$ cat src/async_wait_pkg.sv
// Package: register map, field layout and reset values of the async wait block
package async_wait_pkg;

	// ------------------------------------------------------------
	// Register byte addresses
	// ------------------------------------------------------------
	localparam logic [7:0] ADDR_ASYNC_WAIT_CONFIG = 8'h04;
	localparam logic [7:0] ADDR_SDRAM_CONFIG = 8'h08;
	localparam logic [7:0] ADDR_CS_CONFIG_BASE = 8'h10;
	localparam logic [7:0] ADDR_IRQ_RAW_STATUS = 8'h40;
	localparam logic [7:0] ADDR_IRQ_MASKED_STATUS = 8'h44;
	localparam logic [7:0] ADDR_IRQ_ENABLE_SET = 8'h48;
	localparam logic [7:0] ADDR_IRQ_ENABLE_CLEAR = 8'h4C;
	localparam logic [7:0] ADDR_PAGE_MODE_CONTROL = 8'h68;
	localparam logic [7:0] ADDR_STATUS = 8'h70;

	// ------------------------------------------------------------
	// Field positions
	// ------------------------------------------------------------
	localparam int WAIT_LIMIT_LSB = 0;
	localparam int WAIT_LIMIT_W = 8;
	localparam int WAIT_POL_LSB = 28;
	localparam int CS_EW_BIT = 30;
	localparam int CS_RSTROBE_LSB = 20;
	localparam int CS_RSETUP_LSB = 26;
	localparam int CS_WSTROBE_LSB = 7;
	localparam int CS_WSETUP_LSB = 13;
	localparam int CS_STROBE_W = 6;
	localparam int CS_SETUP_W = 4;
	localparam int PAGE_FIELD_W = 8;
	localparam int PAGE_EN_OFS = 0;
	localparam int PAGE_SIZE_OFS = 1;
	localparam int PAGE_DEL_OFS = 2;
	localparam int PAGE_DEL_W = 6;
	localparam int IRQ_WAIT_RISE = 0;
	localparam int IRQ_TIMEOUT = 1;
	localparam int IRQ_LINE_TRAP = 2;
	localparam int NUM_IRQ = 3;

	// ------------------------------------------------------------
	// Reset values
	// ------------------------------------------------------------
	localparam logic [31:0] RST_ASYNC_WAIT_CONFIG = 32'h1000_0080;
	localparam logic [31:0] RST_CS_CONFIG = 32'h3FFF_FFFD;
	localparam logic [31:0] RST_PAGE_MODE_CONTROL = 32'h0000_0000;
	localparam logic [2:0] RST_IRQ = 3'h0;
	localparam logic [4:0] STROBE_SUM_MIN = 5'h05;

	// Access phases of the strobe engine
	typedef enum logic [2:0] {PH_IDLE, PH_SETUP, PH_STROBE, PH_EXTEND, PH_LAST, PH_HOLD} phase_t;

	// Burst addressing kinds
	localparam logic [1:0] BURST_LINEAR = 2'h0;
	localparam logic [1:0] BURST_WRAP = 2'h1;

endpackage : async_wait_pkg

$ cat src/async_wait_page_parking_irq.sv
// Async memory wait extension, page mode settings, bus parking and interrupts
//
// The implementer's own choices: the register addresses and the APB slave port.
`timescale 1ns/1ps
`default_nettype none

module async_wait_page_parking_irq
	import async_wait_pkg::*;
#(
	parameter int NUM_CS = 3,
	parameter int DATA_W = 16
) (
	input wire logic mclk,
	input wire logic rst,
	input wire logic psel,
	input wire logic penable,
	input wire logic pwrite,
	input wire logic [7:0] paddr,
	input wire logic [31:0] pwdata,
	output logic [31:0] prdata,
	output logic pready,
	output logic pslverr,
	input wire logic req_valid,
	input wire logic req_write,
	input wire logic [1:0] req_cs,
	input wire logic [1:0] req_burst,
	input wire logic [DATA_W-1:0] req_wdata,
	output logic req_done,
	output logic [DATA_W-1:0] rd_data,
	output logic burst_linear,
	input wire logic self_refresh,
	input wire logic mem_wait_input,
	input wire logic [DATA_W-1:0] mem_data_in,
	output logic [DATA_W-1:0] mem_data_out,
	output logic mem_data_oe,
	output logic mem_strobe_low,
	output logic [NUM_CS-1:0] page_read_enable,
	output logic [NUM_CS*PAGE_FIELD_W-1:0] page_cfg,
	output logic sdram_init_start,
	output logic irq
);

	initial begin
		if (NUM_CS < 1 || NUM_CS > 3 || DATA_W < 8 || DATA_W > 16) begin
			$error("Unsupported chip select count or data width");
		end
	end

	// ------------------------------------------------------------
	// Wait input synchroniser and edge detect
	// ------------------------------------------------------------
	logic wait_meta_reg;
	logic wait_sync_reg;
	logic wait_prev_reg;
	// First stage feeds only the second
	always_ff @(posedge mclk) begin
		if (rst) begin
			wait_meta_reg <= 1'b0;
			wait_sync_reg <= 1'b0;
			wait_prev_reg <= 1'b0;
		end else begin
			wait_meta_reg <= mem_wait_input;
			wait_sync_reg <= wait_meta_reg;
			wait_prev_reg <= wait_sync_reg;
		end
	end
	logic wait_rise_evt;
	assign wait_rise_evt = wait_sync_reg & ~wait_prev_reg;

	// ------------------------------------------------------------
	// Configuration registers
	// ------------------------------------------------------------
	logic [31:0] wait_cfg_reg;
	logic [31:0] cs_cfg_reg [NUM_CS];
	logic [31:0] page_reg;
	logic [2:0] raw_reg;
	logic [2:0] masked_reg;
	logic [2:0] enable_reg;
	logic wr_access;
	logic rd_access;
	assign wr_access = psel & penable & pwrite;
	assign rd_access = psel & penable & ~pwrite;

	// Software-visible configuration; reset loads every reset value together
	always_ff @(posedge mclk) begin
		if (rst) begin
			wait_cfg_reg <= RST_ASYNC_WAIT_CONFIG;
			page_reg <= RST_PAGE_MODE_CONTROL;
		end else if (wr_access && paddr == ADDR_ASYNC_WAIT_CONFIG) begin
			wait_cfg_reg <= pwdata;
		end else if (wr_access && paddr == ADDR_PAGE_MODE_CONTROL) begin
			page_reg <= pwdata;
		end
	end

	genvar g;
	generate
		for (g = 0; g < NUM_CS; g++) begin : gen_cs
			localparam logic [7:0] CS_ADDR = 8'(ADDR_CS_CONFIG_BASE + 4 * g);
			// Per chip select timing word
			always_ff @(posedge mclk) begin
				if (rst) begin
					cs_cfg_reg[g] <= RST_CS_CONFIG;
				end else if (wr_access && paddr == CS_ADDR) begin
					cs_cfg_reg[g] <= pwdata;
				end
			end
			// Page mode settings leave on registered outputs
			always_ff @(posedge mclk) begin
				if (rst) begin
					page_read_enable[g] <= 1'b0;
					page_cfg[g*PAGE_FIELD_W +: PAGE_FIELD_W] <= '0;
				end else begin
					page_read_enable[g] <= page_reg[g*PAGE_FIELD_W + PAGE_EN_OFS];
					page_cfg[g*PAGE_FIELD_W +: PAGE_FIELD_W] <= page_reg[g*PAGE_FIELD_W +: PAGE_FIELD_W];
				end
			end
		end
	endgenerate

	// ------------------------------------------------------------
	// Initialization kick
	// ------------------------------------------------------------
	logic init_done_reg;
	// One pulse after reset release, or on any write to the SDRAM config address
	always_ff @(posedge mclk) begin
		if (rst) begin
			init_done_reg <= 1'b0;
			sdram_init_start <= 1'b0;
		end else begin
			init_done_reg <= 1'b1;
			sdram_init_start <= ~init_done_reg | (wr_access && paddr == ADDR_SDRAM_CONFIG);
		end
	end

	// ------------------------------------------------------------
	// Strobe engine
	// ------------------------------------------------------------
	phase_t phase_reg;
	logic [5:0] count_reg;
	logic [WAIT_LIMIT_W-1:0] ext_count_reg;
	logic [1:0] cs_reg;
	logic write_reg;
	logic ew_reg;
	logic timeout_evt;
	logic [31:0] cur_cfg;
	logic [4:0] cur_setup;
	logic [5:0] cur_strobe;
	logic wait_active;
	logic [WAIT_LIMIT_W-1:0] wait_limit;
	logic sum_ok;

	always_comb begin
		cur_cfg = cs_cfg_reg[0];
		for (int i = 0; i < NUM_CS; i++) begin
			if (cs_reg == 2'(i)) begin
				cur_cfg = cs_cfg_reg[i];
			end
		end
	end
	assign cur_setup = write_reg ? {1'b0, cur_cfg[CS_WSETUP_LSB +: CS_SETUP_W]}
		: {1'b0, cur_cfg[CS_RSETUP_LSB +: CS_SETUP_W]};
	assign cur_strobe = write_reg ? cur_cfg[CS_WSTROBE_LSB +: CS_STROBE_W]
		: cur_cfg[CS_RSTROBE_LSB +: CS_STROBE_W];
	// Polarity one waits on high, zero on low
	assign wait_active = ~(wait_sync_reg ^ wait_cfg_reg[WAIT_POL_LSB]);
	assign wait_limit = wait_cfg_reg[WAIT_LIMIT_LSB +: WAIT_LIMIT_W];
	// Short setup plus strobe gives the synchroniser no time, so wait is ignored
	assign sum_ok = (7'(cur_setup) + 7'(cur_strobe)) >= 7'(STROBE_SUM_MIN);
	assign timeout_evt = (phase_reg == PH_EXTEND) && ew_reg && wait_active
		&& (ext_count_reg == wait_limit);

	// Phase sequencing with wait extension
	always_ff @(posedge mclk) begin
		if (rst) begin
			phase_reg <= PH_IDLE;
			count_reg <= '0;
			ext_count_reg <= '0;
			cs_reg <= '0;
			write_reg <= 1'b0;
			ew_reg <= 1'b0;
		end else begin
			case (phase_reg)
				PH_IDLE: begin
					if (req_valid) begin
						cs_reg <= (req_cs < 2'(NUM_CS)) ? req_cs : 2'h0;
						write_reg <= req_write;
						count_reg <= '0;
						phase_reg <= PH_SETUP;
					end
				end
				PH_SETUP: begin
					ew_reg <= cur_cfg[CS_EW_BIT] & sum_ok;
					if (count_reg >= 6'(cur_setup)) begin
						count_reg <= '0;
						phase_reg <= PH_STROBE;
					end else begin
						count_reg <= count_reg + 6'h01;
					end
				end
				PH_STROBE: begin
					ext_count_reg <= '0;
					if (count_reg + 6'h01 >= cur_strobe) begin
						phase_reg <= (ew_reg && wait_active) ? PH_EXTEND : PH_LAST;
					end else begin
						count_reg <= count_reg + 6'h01;
					end
				end
				PH_EXTEND: begin
					if (!wait_active) begin
						phase_reg <= PH_LAST;
					end else if (ext_count_reg == wait_limit) begin
						phase_reg <= PH_HOLD;
					end else begin
						ext_count_reg <= ext_count_reg + 1'b1;
					end
				end
				PH_LAST: begin
					phase_reg <= PH_HOLD;
				end
				PH_HOLD: begin
					phase_reg <= PH_IDLE;
				end
				default: begin
					phase_reg <= PH_IDLE;
				end
			endcase
		end
	end

	// ------------------------------------------------------------
	// Data bus parking and request answer
	// ------------------------------------------------------------
	logic strobe_end;
	assign strobe_end = (phase_reg == PH_LAST) || ((phase_reg == PH_EXTEND) && timeout_evt);

	// Bus released for reads, and kept released after a read in self refresh; parked with last write data otherwise
	always_ff @(posedge mclk) begin
		if (rst) begin
			mem_data_out <= '0;
			mem_data_oe <= 1'b1;
			rd_data <= '0;
			req_done <= 1'b0;
			mem_strobe_low <= 1'b0;
			burst_linear <= 1'b0;
		end else begin
			req_done <= strobe_end; // Stands in hold, so a held request is not taken twice
			mem_strobe_low <= (phase_reg == PH_STROBE) || (phase_reg == PH_EXTEND) || (phase_reg == PH_LAST);
			if (phase_reg == PH_IDLE && req_valid) begin
				// Unsupported kinds run as linear
				burst_linear <= (req_burst != BURST_WRAP);
				if (req_write) begin
					mem_data_out <= req_wdata;
					mem_data_oe <= 1'b1;
				end else begin
					mem_data_oe <= 1'b0;
				end
			end else if (strobe_end && !write_reg) begin
				rd_data <= mem_data_in;
				mem_data_oe <= ~self_refresh;
			end
		end
	end

	// ------------------------------------------------------------
	// Interrupt flags
	// ------------------------------------------------------------
	logic [2:0] evt;
	logic [2:0] raw_clr;
	logic trap_evt;
	assign trap_evt = (phase_reg == PH_IDLE) && req_valid
		&& (req_burst != BURST_LINEAR) && (req_burst != BURST_WRAP);
	assign evt = {trap_evt, timeout_evt, wait_rise_evt};
	assign raw_clr = (wr_access && paddr == ADDR_IRQ_RAW_STATUS) ? pwdata[2:0] : 3'h0;

	// Set wins over a clear in the same cycle
	always_ff @(posedge mclk) begin
		if (rst) begin
			raw_reg <= RST_IRQ;
			masked_reg <= RST_IRQ;
		end else begin
			raw_reg <= (raw_reg & ~raw_clr) | evt;
			masked_reg <= (masked_reg & ~raw_clr) | (evt & enable_reg);
		end
	end

	// Enable set and clear share one state; set beats clear
	always_ff @(posedge mclk) begin
		if (rst) begin
			enable_reg <= RST_IRQ;
		end else if (wr_access && paddr == ADDR_IRQ_ENABLE_SET) begin
			enable_reg <= enable_reg | pwdata[2:0];
		end else if (wr_access && paddr == ADDR_IRQ_ENABLE_CLEAR) begin
			enable_reg <= enable_reg & ~pwdata[2:0];
		end
	end

	// Single line, held until every masked flag is gone
	always_ff @(posedge mclk) begin
		if (rst) begin
			irq <= 1'b0;
		end else begin
			irq <= |masked_reg;
		end
	end

	// ------------------------------------------------------------
	// APB read path
	// ------------------------------------------------------------
	logic [31:0] rd_mux;
	logic addr_ok;
	always_comb begin
		rd_mux = 32'h0000_0000;
		addr_ok = 1'b1;
		case (paddr)
			ADDR_ASYNC_WAIT_CONFIG: rd_mux = wait_cfg_reg;
			ADDR_SDRAM_CONFIG: rd_mux = 32'h0000_0000;
			ADDR_IRQ_RAW_STATUS: rd_mux = {29'h0, raw_reg};
			ADDR_IRQ_MASKED_STATUS: rd_mux = {29'h0, masked_reg};
			ADDR_IRQ_ENABLE_SET: rd_mux = {29'h0, enable_reg};
			ADDR_IRQ_ENABLE_CLEAR: rd_mux = {29'h0, enable_reg};
			ADDR_PAGE_MODE_CONTROL: rd_mux = page_reg;
			ADDR_STATUS: rd_mux = {28'h0, wait_sync_reg, phase_reg};
			default: begin
				addr_ok = 1'b0;
				for (int i = 0; i < NUM_CS; i++) begin
					if (paddr == 8'(ADDR_CS_CONFIG_BASE + 4 * i)) begin
						rd_mux = cs_cfg_reg[i];
						addr_ok = 1'b1;
					end
				end
			end
		endcase
	end

	// Zero wait state; unmapped addresses answer with an error
	always_ff @(posedge mclk) begin
		if (rst) begin
			prdata <= '0;
			pready <= 1'b0;
			pslverr <= 1'b0;
		end else begin
			pready <= psel & ~penable;
			pslverr <= psel & ~penable & ~addr_ok;
			if (psel && !penable && !pwrite) begin
				prdata <= rd_mux;
			end
		end
	end

	// ------------------------------------------------------------
	// Checks
	// ------------------------------------------------------------
	a_wait_rise_raw: assert property (@(posedge mclk) disable iff (rst)
		wait_rise_evt |=> raw_reg[IRQ_WAIT_RISE]) else $error("wait rise lost");
	a_timeout_hold: assert property (@(posedge mclk) disable iff (rst)
		timeout_evt |=> phase_reg == PH_HOLD) else $error("timeout not to hold");
	a_timeout_raw: assert property (@(posedge mclk) disable iff (rst)
		timeout_evt |=> raw_reg[IRQ_TIMEOUT]) else $error("timeout flag missing");
	a_extend_only_ew: assert property (@(posedge mclk) disable iff (rst)
		phase_reg == PH_EXTEND |-> ew_reg) else $error("extend without ew");
	a_resume_last: assert property (@(posedge mclk) disable iff (rst)
		(phase_reg == PH_EXTEND && !wait_active) |=> phase_reg == PH_LAST)
		else $error("no resume at last strobe");
	a_masked_enable: assert property (@(posedge mclk) disable iff (rst)
		$rose(masked_reg[IRQ_LINE_TRAP]) |-> $past(enable_reg[IRQ_LINE_TRAP]))
		else $error("masked set while disabled");
	a_raw_clear: assert property (@(posedge mclk) disable iff (rst)
		(raw_clr[IRQ_TIMEOUT] && !evt[IRQ_TIMEOUT]) |=> !raw_reg[IRQ_TIMEOUT]
		&& !masked_reg[IRQ_TIMEOUT]) else $error("raw clear failed");
	a_irq_or: assert property (@(posedge mclk) disable iff (rst)
		##1 irq == $past(|masked_reg)) else $error("irq not masked or");
	a_park_idle: assert property (@(posedge mclk) disable iff (rst)
		(req_done && write_reg) |-> mem_data_oe) else $error("bus not parked");
	a_sr_float: assert property (@(posedge mclk) disable iff (rst)
		(strobe_end && !write_reg && self_refresh) |=> !mem_data_oe)
		else $error("bus parked in self refresh");

endmodule : async_wait_page_parking_irq

`default_nettype wire

$ cat config.mk
export PLATFORM = sky130hd
export DESIGN_NAME = async_wait_page_parking_irq
export DESIGN_NICKNAME = d
export VERILOG_FILES = /design/src/async_wait_pkg.sv /design/src/async_wait_page_parking_irq.sv
export SDC_FILE = /design/constraint.sdc
export NUM_CORES = 1
export LEC_CHECK = 0
export BUFFER_PORTS_ARGS = -buffer_cell sky130_fd_sc_hd__clkbuf_2
export CAP_MARGIN = 20
export CORE_MARGIN = 2
export CORE_UTILIZATION = 50
export CTS_BUF_LIST = sky130_fd_sc_hd__clkbuf_16
export DETAILED_ROUTE_END_ITERATION = 7
export GPL_ROUTABILITY_DRIVEN = 1
export HOLD_SLACK_MARGIN = 0.08
export PLACE_DENSITY = 0.69
export SYNTH_ARGS = -nofsm -noshare
export SYNTH_HDL_FRONTEND = slang
export SYNTH_SLANG_ARGS = --single-unit
$ cat constraint.sdc
create_clock -name mclk -period 7.9 [get_ports mclk]
set_clock_uncertainty 0.2 [all_clocks]
set_input_delay 1.58 -clock mclk [delete_from_list [all_inputs] [get_ports mclk]]
set_output_delay 1.58 -clock mclk [all_outputs]
set_load 0.02 [all_outputs]
==> results.tsv <==
metric	value	unit
core area	0.0251	sq mm
P_leak	5.35	nW
area grow syn2layout	15.9	%
Cell Int Power	2.53	mW
TritonCTS clock tree	built	
RePlAce Congestion	0.941	
Main synth FF type	dfxtp_1	
slowest cell on the critical path	nor4_4	
Top Ports	184	
share of total power in combinational logic	11.4	%
H-tree depth	1	
Resize count post-CTS	0	
Req. time, crit path	8.17	ns
Yosys top cell area share	30.4	%
Startpoint Class	input port	
Reg power frac	47.9	%
sw frac	26.0	%
multi-input logic area	0.00553	sq mm
crit path from	paddr[3]	
Initial Utilization	50.9	%
CP Capture Type	flop	
Die X	164	um
Final Core Density	59.0	%
critical path cell sequence	clkbuf_2 > or4b_4 > nor4_4 > and2_2 > nand2_1 > a21oi_1	
CTS sink cnt	290	
Largest register FFs	96	
RR Startpoint	cs_reg[1]	
status	finished, final reports clean	
initial antenna violation count	0	
row count	58	
Synth Instances	1374	
# DRC	0	
Clk pwr share	40.7	%
Tcrit/Tclk final	52.7	%
CTS max path bufs	3	
Synth Register Bits	290	
largest net degree at the start of global routing	110	
port bufs	183	
number of global-route vias before repair	10408	
critical path type	input port to flop	
syn_area_per_cell	9.30	sq um
Max-Cap Viols	0	
CTS Root Cell	clkbuf_16	
total track usage	27.2	%
Syn Nets	1476	
Synth Cell Area	0.0128	sq mm
Synth cell types	62	
NetSw	0.889	mW
cts-stage hold buffer count	0	
critical path's largest stage delay	0.85	ns
setup tns final	0	ns
VDD IR max	0.000144	V
most common cell in the netlist	nand2_1	
min-delay worst type	flop to flop	
Initial DRC Count	1051	
layout net count	1605	
min cycle time layout	4.16	ns
Slew Viols, Final	0	
Sequential Area	0.00677	sq mm
hpwl dp	24400	um
drt first pass iters	5	
DIE HEIGHT	164	um
Post-synth top cells	nand2_1 (224), dfxtp_1 (194), a21oi_1 (151), edfxtp_1 (96), nor2_1 (93)	
number of setup buffers added after CTS	0	
Post-synth EDFFs	96	
ys async rst share	0	%
grt total ovfl	0	
ranking of synthesized cells by area	dfxtp_1 (30%), edfxtp_1 (23%), nand2_1 (6.6%), a21oi_1 (5.9%), or3_1 (3.1%)	
Routed WL per cell	19.9	um
final hold vios	0	
Slew @ Worst Pin	1.09	ns
Worst Path Arrival	4.43	ns
Clk Latency, worst-skew pair	0.56	ns
share of cells above drive strength 1	17.3	%
hold_sp	init_done_reg	
post-route ant nets	0	
slew margin rel.	27.1	%
fillers	2229	
critical path fanouts, max	32	
global-route wire length before repair	57400	um
total number of vias	10951	
Yosys warning count	0	
register area share after synthesis	52.9	%
Die ar.	0.0269	sq mm
Final Setup Violations	0	
vias per cell	5.90	
Max Clock Freq	240	MHz
Num CTS Buffers	31	
ant diodes	0	
area leader, netlist	dfxtp_1	
Pwr Density	231	mW/mm^2
clock transition at the registers of the reported paths	0.06	ns
Pwr Total	3.42	mW
routed wire length	36900	um
RSZ-0062 raised after global routing	no	
[power groups by stage]
stage / sequential, mW / combinational (mW) / clock (mW)
after floorplan: 1.68 / 0.236 / 0
after global placement: 1.67 / 0.378 / 0
after detailed placement: 1.67 / 0.385 / 0
after CTS: 1.64 / 0.388 / 1.41
after global routing: 1.65 / 0.429 / 1.47
final: 1.64 / 0.390 / 1.39
[per-stage QoR]
stage / std cells / setup slack, ns / instance area (sq um) / hold WS (ns)
after detailed placement: 1800 / 3.25 / 13800 / 0.190
after floorplan: 1374 / 3.95 / 12800 / 0.185
after global routing: 1857 / 3.59 / 14800 / 0.243
after global placement: 1800 / 3.33 / 13800 / 0.191
after CTS: 1857 / 3.76 / 14800 / 0.201
final: 1857 / 3.74 / 14800 / 0.205
[cell type report]
type	instances	area share (%)
Clock buffer	31	5.24
Timing Repair Buffer	203	7.24
Inverter	16	0.406
Sequential cell	290	45.7
Tap cell	330	2.79
Multi-Input combinational cell	961	37.3
Clock inverter	26	1.29
[worst max-delay path: cells and delay by family]
kind | cells | cell delay (ns)
AOI/OAI and AO/OA | 1 | 0.18
buffers and inverters | 1 | 0.27
and+or+nand+nor | 4 | 2.39
[cells by family (layout without fill, tap and decap cells)]
family	Yosys count	count (layout)	synth area share, %
buf+inv	123	276	3.91
compound gates	367	367	18.4
xor+xnor	16	16	1.10
mux	18	18	1.46
fa+ha+maj	17	17	1.72
simple gates	543	543	20.4
flops	290	290	52.9
[final timing paths]
path                           end  slack (ns)  depth (start not counted)
hold reg to reg   sdram_init_start        0.21                          1
setup reg to reg            ew_reg        3.89                         12
hold / removal    sdram_init_start        0.21                          1
setup / recovery      page_reg[31]        3.74                          6
[cell usage in the layout (no fill, tap or decap), types with 6 or more instances in the layout]
| cell | Yosys | routed |
|---|---|---|
| nand3_1 | 38 | 38 |
| clkbuf_16 | 0 | 31 |
| clkinv_1 | 1 | 7 |
| and2_1 | 17 | 16 |
| inv_1 | 15 | 26 |
| dfxtp_1 | 194 | 194 |
| o211ai_1 | 11 | 11 |
| nor2b_1 | 33 | 31 |
| a221oi_1 | 35 | 35 |
| nand2b_1 | 33 | 33 |
| xnor2_1 | 11 | 11 |
| nor3_1 | 10 | 10 |
| o21ai_0 | 40 | 40 |
| nor2_1 | 93 | 92 |
| edfxtp_1 | 96 | 96 |
| buf_4 | 5 | 20 |
| a31oi_1 | 10 | 10 |
| a22oi_1 | 35 | 35 |
| clkbuf_2 | 0 | 182 |
| ha_1 | 16 | 16 |
| a21boi_0 | 8 | 8 |
| mux2i_1 | 13 | 13 |
| o22a_1 | 6 | 6 |
| nand2_1 | 224 | 224 |
| a211oi_1 | 35 | 35 |
| or3_1 | 64 | 64 |
| a21oi_1 | 151 | 151 |
[routing by layer]
metal	GRT usage, %	share of wire [%]	vias to the layer above
met4	8.05	2.4	0
met3	4.72	8.5	66
met5	0	0	-
li1	-	-	5197
met2	43.7	45	440
met1	37.7	44	5248
Note: power is estimated with default switching activity, not from simulation.
